`config.mk`:
```
export PLATFORM = sky130hd
export DESIGN_NAME = tach_output_mode_control
export DESIGN_NICKNAME = d
export VERILOG_FILES = /design/src/verilog/tach_pkg.sv /design/src/verilog/tach_output_mode_control.sv
export VERILOG_INCLUDE_DIRS = /design/src /design/src/verilog
export SDC_FILE = /design/constraint.sdc
export NUM_CORES = 1
export LEC_CHECK = 0
export ABC_AREA = 0
export BUFFER_PORTS_ARGS = -buffer_cell sky130_fd_sc_hd__clkbuf_2
export CORE_MARGIN = 3
export CORE_UTILIZATION = 60
export CTS_CLUSTER_SIZE = 30
export DETAILED_ROUTE_END_ITERATION = 16
export PLACE_DENSITY = 0.91
export REMOVE_ABC_BUFFERS = 1
export SYNTH_ARGS = -nofsm -noshare
export SYNTH_HDL_FRONTEND = slang
export SYNTH_SLANG_ARGS = --single-unit
```
`constraint.sdc`:
```
create_clock -name sys_clk -period 4.8 [get_ports sys_clk]
set_input_delay 0.48 -clock sys_clk [delete_from_list [all_inputs] [get_ports sys_clk]]
set_output_delay 0.48 -clock sys_clk [all_outputs]
set_load 0.05 [all_outputs]
```
`src/verilog/tach_defs.svh`:
```
`ifndef TACH_DEFS_SVH
`define TACH_DEFS_SVH
`define TACH_CFG_OFFSET 8'h04
`define TACH_DUTY_OFFSET 8'h06
`define TACH_ONOFF_OFFSET 8'h01
`define TACH_CFG_RESET 8'h01
`define TACH_DUTY_RESET 7'h00
`define TACH_ON_RESET 1'b1
`define TACH_RETRY_BIT 7
`define TACH_MODE_HI 6
`define TACH_MODE_LO 5
`define TACH_SINK_BIT 4
`define TACH_INRUSH_BIT 3
`define TACH_ONOFF_BIT 1
`define TACH_DUTY_MAX 7'h64
`define TACH_CLK_HZ 100000000
`define TACH_PWM_STEPS 100
// Cycles per duty step for 100 Hz and 1 kHz PWM
`define TACH_PWM100_STEP (`TACH_CLK_HZ / (100 * `TACH_PWM_STEPS))
`define TACH_PWM1K_STEP (`TACH_CLK_HZ / (1000 * `TACH_PWM_STEPS))
// Half periods of the fixed oscillator
`define TACH_OSC_HALF(f) (`TACH_CLK_HZ / (2 * (f)))
`endif

```
`src/verilog/tach_pkg.sv`:
```
package tach_pkg;
	typedef enum logic [1:0] {
		MODE_DIVIDED = 2'b00,
		MODE_OSC = 2'b01,
		MODE_DRIVER = 2'b10,
		MODE_DRIVER_ALT = 2'b11
	} tach_mode_e;
endpackage

```
`src/verilog/tach_output_mode_control.sv`:
```
`timescale 1ns/100ps
`include "tach_defs.svh"
// Functional notes
// RULE1: Retry after fault only when bit7 set
// RULE2: Bits 6:5 select mode; 11 equals 10
// RULE3: Bit4 enables open-load sink, else flag zero
// RULE4: Bit3 picks short or in-rush blanking
// RULE5: Bits 4:0 meaning depends on mode
// RULE6: Divider code 1..31 is N, 0 is 32
// RULE7: Reset config is divide-by-1, no retry
// RULE8: Bits 2:0 select eight oscillator frequencies
// RULE9: Host avoids the 100 kHz code
// RULE10: Bits 1:0 select none, 100 Hz, 1 kHz PWM
// RULE11: Duty 7-bit percent, 100..127 full on
// RULE12: On/off bit 1 switches output, resets on
// RULE13: Overcurrent shuts output off, not limiting
// RULE14: Count crank edges, one period per N
// RULE15: PWM high for programmed percent of period
module tach_output_mode_control (
	input wire logic sys_clk,
	input wire logic srst,
	input wire logic [7:0] reg_addr,
	input wire logic [7:0] reg_wdata,
	input wire logic reg_wr,
	output logic [7:0] cfg_rdata,
	output logic [6:0] duty_rdata,
	output logic onoff_rdata,
	input wire logic crank_pulse_in,
	input wire logic overcurrent_in,
	input wire logic open_load_in,
	output logic tach_output_pin,
	output logic open_load_sink_en,
	output logic inrush_blank_sel,
	output logic oc_shutdown,
	output logic open_load
);
	// ****************************************
	// Registers
	// ****************************************
	logic [7:0] cfg_reg, cfg_next;
	logic [6:0] duty_reg, duty_next;
	logic on_reg, on_next;
	logic div_restart;
	tach_pkg::tach_mode_e mode;
	logic driver_mode;

	always_comb begin
		cfg_next = cfg_reg;
		duty_next = duty_reg;
		on_next = on_reg;
		div_restart = 1'b0;
		if (reg_wr) begin
			if (reg_addr == `TACH_CFG_OFFSET) begin
				cfg_next = reg_wdata;
				div_restart = 1'b1; // RULE14
			end
			if (reg_addr == `TACH_DUTY_OFFSET) begin
				duty_next = reg_wdata[6:0];
			end
			if (reg_addr == `TACH_ONOFF_OFFSET) begin
				on_next = reg_wdata[`TACH_ONOFF_BIT];
			end
		end
	end

	always_ff @(posedge sys_clk) begin
		if (srst) begin
			cfg_reg <= `TACH_CFG_RESET; // RULE7
			duty_reg <= `TACH_DUTY_RESET;
			on_reg <= `TACH_ON_RESET; // RULE12
		end else begin
			cfg_reg <= cfg_next;
			duty_reg <= duty_next;
			on_reg <= on_next;
		end
	end

	assign mode = tach_pkg::tach_mode_e'(cfg_reg[`TACH_MODE_HI:`TACH_MODE_LO]); // RULE2 RULE5
	assign driver_mode = cfg_reg[`TACH_MODE_HI]; // RULE2
	assign cfg_rdata = cfg_reg;
	assign duty_rdata = duty_reg;
	assign onoff_rdata = on_reg;

	// ****************************************
	// Pin synchronisers
	// ****************************************
	logic [2:0] crank_sync_reg, crank_sync_next;
	logic [2:0] oc_sync_reg, oc_sync_next;
	logic [2:0] ol_sync_reg, ol_sync_next;
	logic crank_state_reg, crank_state_next;
	logic oc_state_reg, oc_state_next;
	logic ol_state_reg, ol_state_next;
	logic crank_rise;

	always_comb begin
		crank_sync_next = {crank_sync_reg[1:0], crank_pulse_in};
		oc_sync_next = {oc_sync_reg[1:0], overcurrent_in};
		ol_sync_next = {ol_sync_reg[1:0], open_load_in};
		crank_state_next = (crank_sync_reg[1] == crank_sync_reg[2]) ? crank_sync_reg[2] : crank_state_reg;
		oc_state_next = (oc_sync_reg[1] == oc_sync_reg[2]) ? oc_sync_reg[2] : oc_state_reg;
		ol_state_next = (ol_sync_reg[1] == ol_sync_reg[2]) ? ol_sync_reg[2] : ol_state_reg;
	end

	always_ff @(posedge sys_clk) begin
		if (srst) begin
			crank_sync_reg <= 3'h0;
			oc_sync_reg <= 3'h0;
			ol_sync_reg <= 3'h0;
			crank_state_reg <= 1'b0;
			oc_state_reg <= 1'b0;
			ol_state_reg <= 1'b0;
		end else begin
			crank_sync_reg <= crank_sync_next;
			oc_sync_reg <= oc_sync_next;
			ol_sync_reg <= ol_sync_next;
			crank_state_reg <= crank_state_next;
			oc_state_reg <= oc_state_next;
			ol_state_reg <= ol_state_next;
		end
	end

	assign crank_rise = crank_state_next & ~crank_state_reg;

	// ****************************************
	// Divided crank pulse
	// ****************************************
	logic [5:0] div_n;
	logic [4:0] div_cnt_reg, div_cnt_next;
	logic div_out_reg, div_out_next;

	assign div_n = (cfg_reg[4:0] == 5'h00) ? 6'h20 : {1'b0, cfg_reg[4:0]}; // RULE6

	// Output toggles every N/2 edges; odd N gives a slightly uneven duty
	always_comb begin
		div_cnt_next = div_cnt_reg;
		div_out_next = div_out_reg;
		if (div_restart) begin
			div_cnt_next = 5'h00; // RULE14
			div_out_next = 1'b0;
		end else if (crank_rise) begin
			if ({1'b0, div_cnt_reg} == div_n - 6'h01) begin
				div_cnt_next = 5'h00;
				div_out_next = 1'b1; // RULE14
			end else begin
				div_cnt_next = div_cnt_reg + 5'h01;
				if ({1'b0, div_cnt_reg} + 6'h01 >= (div_n >> 1)) begin
					div_out_next = 1'b0;
				end
			end
			if (div_n == 6'h01) begin
				div_out_next = 1'b1;
			end
		end else if (div_n == 6'h01) begin
			div_out_next = crank_state_reg;
		end
	end

	always_ff @(posedge sys_clk) begin
		if (srst) begin
			div_cnt_reg <= 5'h00;
			div_out_reg <= 1'b0;
		end else begin
			div_cnt_reg <= div_cnt_next;
			div_out_reg <= div_out_next;
		end
	end

	// ****************************************
	// Fixed oscillator
	// ****************************************
	logic [22:0] osc_half;
	logic [22:0] osc_cnt_reg, osc_cnt_next;
	logic osc_out_reg, osc_out_next;

	always_comb begin
		case (cfg_reg[2:0]) // RULE8
			3'h0: osc_half = 23'(`TACH_OSC_HALF(10));
			3'h1: osc_half = 23'(`TACH_OSC_HALF(100));
			3'h2: osc_half = 23'(`TACH_OSC_HALF(1000));
			3'h3: osc_half = 23'(`TACH_OSC_HALF(5000));
			3'h4: osc_half = 23'(`TACH_OSC_HALF(10000));
			3'h5: osc_half = 23'(`TACH_OSC_HALF(20000));
			3'h6: osc_half = 23'(`TACH_OSC_HALF(40000));
			default: osc_half = 23'(`TACH_OSC_HALF(100000));
		endcase
	end

	always_comb begin
		osc_cnt_next = osc_cnt_reg + 23'h000001;
		osc_out_next = osc_out_reg;
		if (div_restart) begin
			osc_cnt_next = 23'h000000;
		end else if (osc_cnt_reg >= osc_half - 23'h000001) begin
			osc_cnt_next = 23'h000000;
			osc_out_next = ~osc_out_reg;
		end
	end

	always_ff @(posedge sys_clk) begin
		if (srst) begin
			osc_cnt_reg <= 23'h000000;
			osc_out_reg <= 1'b0;
		end else begin
			osc_cnt_reg <= osc_cnt_next;
			osc_out_reg <= osc_out_next;
		end
	end

	// ****************************************
	// Driver PWM
	// ****************************************
	logic [13:0] pwm_pre_reg, pwm_pre_next;
	logic [6:0] pwm_step_reg, pwm_step_next;
	logic [13:0] pwm_pre_max;
	logic [6:0] duty_eff;
	logic pwm_on;
	logic pwm_active;

	assign pwm_active = cfg_reg[1] ^ cfg_reg[0]; // RULE10
	assign pwm_pre_max = cfg_reg[0] ? 14'(`TACH_PWM100_STEP - 1) : 14'(`TACH_PWM1K_STEP - 1); // RULE10
	assign duty_eff = (duty_reg > `TACH_DUTY_MAX) ? `TACH_DUTY_MAX : duty_reg; // RULE11
	assign pwm_on = pwm_step_reg < duty_eff; // RULE15

	always_comb begin
		pwm_pre_next = pwm_pre_reg + 14'h0001;
		pwm_step_next = pwm_step_reg;
		if (div_restart) begin
			pwm_pre_next = 14'h0000;
			pwm_step_next = 7'h00;
		end else if (pwm_pre_reg >= pwm_pre_max) begin
			pwm_pre_next = 14'h0000;
			pwm_step_next = (pwm_step_reg == 7'(`TACH_PWM_STEPS - 1)) ? 7'h00 : pwm_step_reg + 7'h01;
		end
	end

	always_ff @(posedge sys_clk) begin
		if (srst) begin
			pwm_pre_reg <= 14'h0000;
			pwm_step_reg <= 7'h00;
		end else begin
			pwm_pre_reg <= pwm_pre_next;
			pwm_step_reg <= pwm_step_next;
		end
	end

	// ****************************************
	// Output and overcurrent shutdown
	// ****************************************
	logic shut_reg, shut_next;
	logic drive_req;
	logic out_next;
	logic out_reg;

	always_comb begin
		case (mode)
			tach_pkg::MODE_DIVIDED: drive_req = div_out_reg;
			tach_pkg::MODE_OSC: drive_req = osc_out_reg;
			default: drive_req = pwm_active ? pwm_on : 1'b1; // RULE15
		endcase
		drive_req = drive_req & on_reg; // RULE12
		shut_next = shut_reg;
		if (oc_state_reg & out_reg) begin
			shut_next = 1'b1; // RULE13
		end else if (cfg_reg[`TACH_RETRY_BIT] & ~oc_state_reg) begin
			shut_next = 1'b0; // RULE1
		end else if (~on_reg) begin
			shut_next = 1'b0;
		end
		out_next = drive_req & ~shut_next; // RULE13
	end

	always_ff @(posedge sys_clk) begin
		if (srst) begin
			shut_reg <= 1'b0;
			out_reg <= 1'b0;
		end else begin
			shut_reg <= shut_next;
			out_reg <= out_next;
		end
	end

	assign tach_output_pin = out_reg;
	assign oc_shutdown = shut_reg;
	assign open_load_sink_en = driver_mode & cfg_reg[`TACH_SINK_BIT]; // RULE3
	assign open_load = open_load_sink_en & ol_state_reg; // RULE3
	assign inrush_blank_sel = driver_mode & cfg_reg[`TACH_INRUSH_BIT]; // RULE4
endmodule

```
==> results.sh <==
export IMPL_fin_crit_ns=4.11
export IMPL_p_leak_nw=2.24
export IMPL_fmax_mhz=244
export IMPL_root_buffer="clkbuf_8"
export IMPL_clkSinkCount=81
export IMPL_ys_seq_elements=81
export IMPL_syn2layout_area_growth_pct=9.58
export IMPL_worst_slew_pin_slew_ns=0.888
export IMPL_cts_buffer_depth=2
export IMPL_antenna_found_initial=0
export IMPL_post_cts_resized=0
export IMPL_io_pins=43
export IMPL_path_max_fanout=23
export IMPL_power_w=0.00127
export IMPL_r2r_start="cfg_rdata[0]"
export IMPL_core_um2=7770
export IMPL_synth_area_um2=4820
export IMPL_drv_slew=0
export IMPL_diodes=0
export IMPL_ys_flop_type="dfxtp_1"
export IMPL_gp_congestion=0.892
export IMPL_dp_hpwl_um=8350
export IMPL_status="complete, no violations"
export IMPL_dr_first_iter_drc_count=267
export IMPL_track_usage_pct=25.4
export IMPL_cts_buffers=9
export IMPL_synthTopCellsByArea="dfxtp_1 (34%), ha_1 (12%), xor2_1 (4.7%)"
export IMPL_nFillCells=559
export IMPL_path_class="flip-flop to flip-flop"
export IMPL_setup_violations=0
export IMPL_wire_per_inst_um=16.3
export IMPL_drc=0
export IMPL_yosys_top_cells_count="dfxtp_1 (81), nor2_1 (56), ha_1 (48)"
export IMPL_synthArstFlopShare_pct=0
export IMPL_die_x_um=95.6
export IMPL_yosysMostFrequentCell="dfxtp_1"
export IMPL_insertion_delay_ns=0.36
export IMPL_regArea_um2=1620
export IMPL_finClkSkew_ns=0.0115
export IMPL_relSlewSlack_pct=40.4
export IMPL_largest_reg_flops=23
export IMPL_end_kind="flip-flop"
export IMPL_postSynthAreaPerCell_um2=8.65
export IMPL_drive_above_1_share_pct=13.1
export IMPL_hold_viol_final=0
export IMPL_crit_arrival_ns=4.38
export IMPL_timing_reg2reg_setup_slack_ns=0.69
export IMPL_startpoint="cfg_rdata[0]"
export IMPL_nets=660
export IMPL_reg2regPathDepth=13
export IMPL_grt_setup_unrepaired="no"
export IMPL_ys_warnings_count=0
export IMPL_detail_route_first_pass_iterations=6
export IMPL_synth_cell_types=66
export IMPL_cts_setup_buffers=0
export IMPL_r2r_end="osc_cnt_reg[6]"
export IMPL_p_per_area_nw_per_um2=241
export IMPL_synth_largest_area_cell="dfxtp_1"
export IMPL_dieHeight_um=95.6
export IMPL_vias_per_cell=6.13
export IMPL_endpoint="osc_cnt_reg[6]"
export IMPL_netlist_instances=557
export IMPL_wirelength_um=11400
export IMPL_ctsHoldBuffers=0
export IMPL_final_util_pct=68.0
export IMPL_seq_area_frac_synth_pct=33.7
export IMPL_crit_path_start_kind="flip-flop"
export IMPL_numPortBuffers=42
export IMPL_cts_htree_levels=3
export IMPL_synth_edf_count=0
export IMPL_multi_input_area_um2=3040
export IMPL_yosysTopAreaCellShare_pct=33.7
export IMPL_grt_overflow=0
export IMPL_path_clk_slew_ns=0.09
export IMPL_cts_tree="built"
export IMPL_grt_pass1_wl_um=18400
export IMPL_maxCapViolCount=0
export IMPL_grt_max_degree=32
export IMPL_vias=4276
export IMPL_rows=32
export IMPL_postRouteAntennaNets=0
export IMPL_grt_pass1_vias=4071
export IMPL_start_util_pct=62.0
export IMPL_irDropWorstVdd_mv=0.186
export IMPL_hold_class="input port to flip-flop"
export IMPL_crit_required_ns=5.07
export IMPL_finalCritPeriodShare_pct=85.5
export IMPL_fp_dieArea_um2=9140
export IMPL_setup_tns_ns=0
[through the flow]
step	hold slack [ns]	instances	worst slack [ns]	instance area (um2)
floorplan	0.413	534	0.433	4710
CTS	0.330	697	0.473	5280
global route	0.327	697	0.145	5280
global placement	0.417	681	0.830	5070
detailed placement	0.441	681	0.515	5070
finish	0.333	697	0.694	5280
[final cells by class]
class                      count  area share (%)
clock buffer                   9            2.35
clock inverter                 7            1.56
inverter                      14           0.995
multi-input combinational    439            57.5
sequential                    81            30.7
tap                          102            2.42
timing repair buffer          45            4.41
[layer usage]
metal  global-route usage [%]  up-vias  wire, um
met5                        0        -         0
met4                     11.8        0       359
met3                     7.26       39       677
met2                     42.6      162      5650
met1                     29.7     2005      4700
li1                         -     2070         -
[placed cells by master (no fill, tap or decap), types with 4 or more instances in the layout]
| cell | count |
|---|---|
| dfxtp_1 | 81 |
| nor2_1 | 56 |
| ha_1 | 48 |
| clkbuf_2 | 42 |
| nand2_1 | 40 |
| nor3_1 | 32 |
| xor2_1 | 26 |
| a21oi_1 | 24 |
| nand3_1 | 24 |
| o21ai_0 | 22 |
| xnor2_1 | 19 |
| mux2i_1 | 17 |
| nor2b_1 | 16 |
| nand4_1 | 15 |
| inv_1 | 14 |
| and3_1 | 12 |
| clkbuf_8 | 9 |
| nand2b_1 | 7 |
| a211oi_1 | 6 |
| o211ai_1 | 5 |
| nor3b_1 | 5 |
| inv_6 | 5 |
| or2_2 | 4 |
| o31ai_1 | 4 |
[cell families (layout without fill, tap and decap cells)]
family	count (synthesis)	after routing	synth area share [%]
adder cells (fa/ha/maj)	48	48	12.5
XOR/XNOR	45	45	8.18
buffers and inverters	38	75	3.40
AO/OA/AOI/OAI	93	93	13.4
other	1	2	0.0778
multiplexers	18	18	3.77
flip-flops	81	81	33.7
AND/OR/NAND/NOR	233	233	25.0
[report_power, final]
group          switching, W   total, W  internal [W]
clock network      0.000275   0.000526      0.000250
registers        0.00000888   0.000690      0.000681
logic             0.0000323  0.0000545     0.0000222
[worst max-delay path, stage by stage (launching register included)]
cell and delay, ns:
dfxtp_1 0.66, inv_1 0.30, ha_1 0.37, nand2_1 0.15, ha_1 0.31, nand2_1 0.08, a2111oi_0 0.42, nor2_1 0.08
ha_1 0.30, nand4_1 0.13, nor3_1 0.09, a211oi_1 0.44, nand2_2 0.38, nor3_1 0.30
[worst min path at each step]
stage,end,start,cells past startpoint
floorplan,pwm_pre_reg[0],pwm_pre_reg[0],1
global placement,crank_sync_reg[1],crank_sync_reg[0],1
detailed placement,pwm_pre_reg[0],pwm_pre_reg[0],1
CTS,oc_sync_reg[0],overcurrent_in,2
global route,oc_sync_reg[0],overcurrent_in,2
finish,oc_sync_reg[0],overcurrent_in,2
No activity file was read; power rests on OpenSTA's default activity.
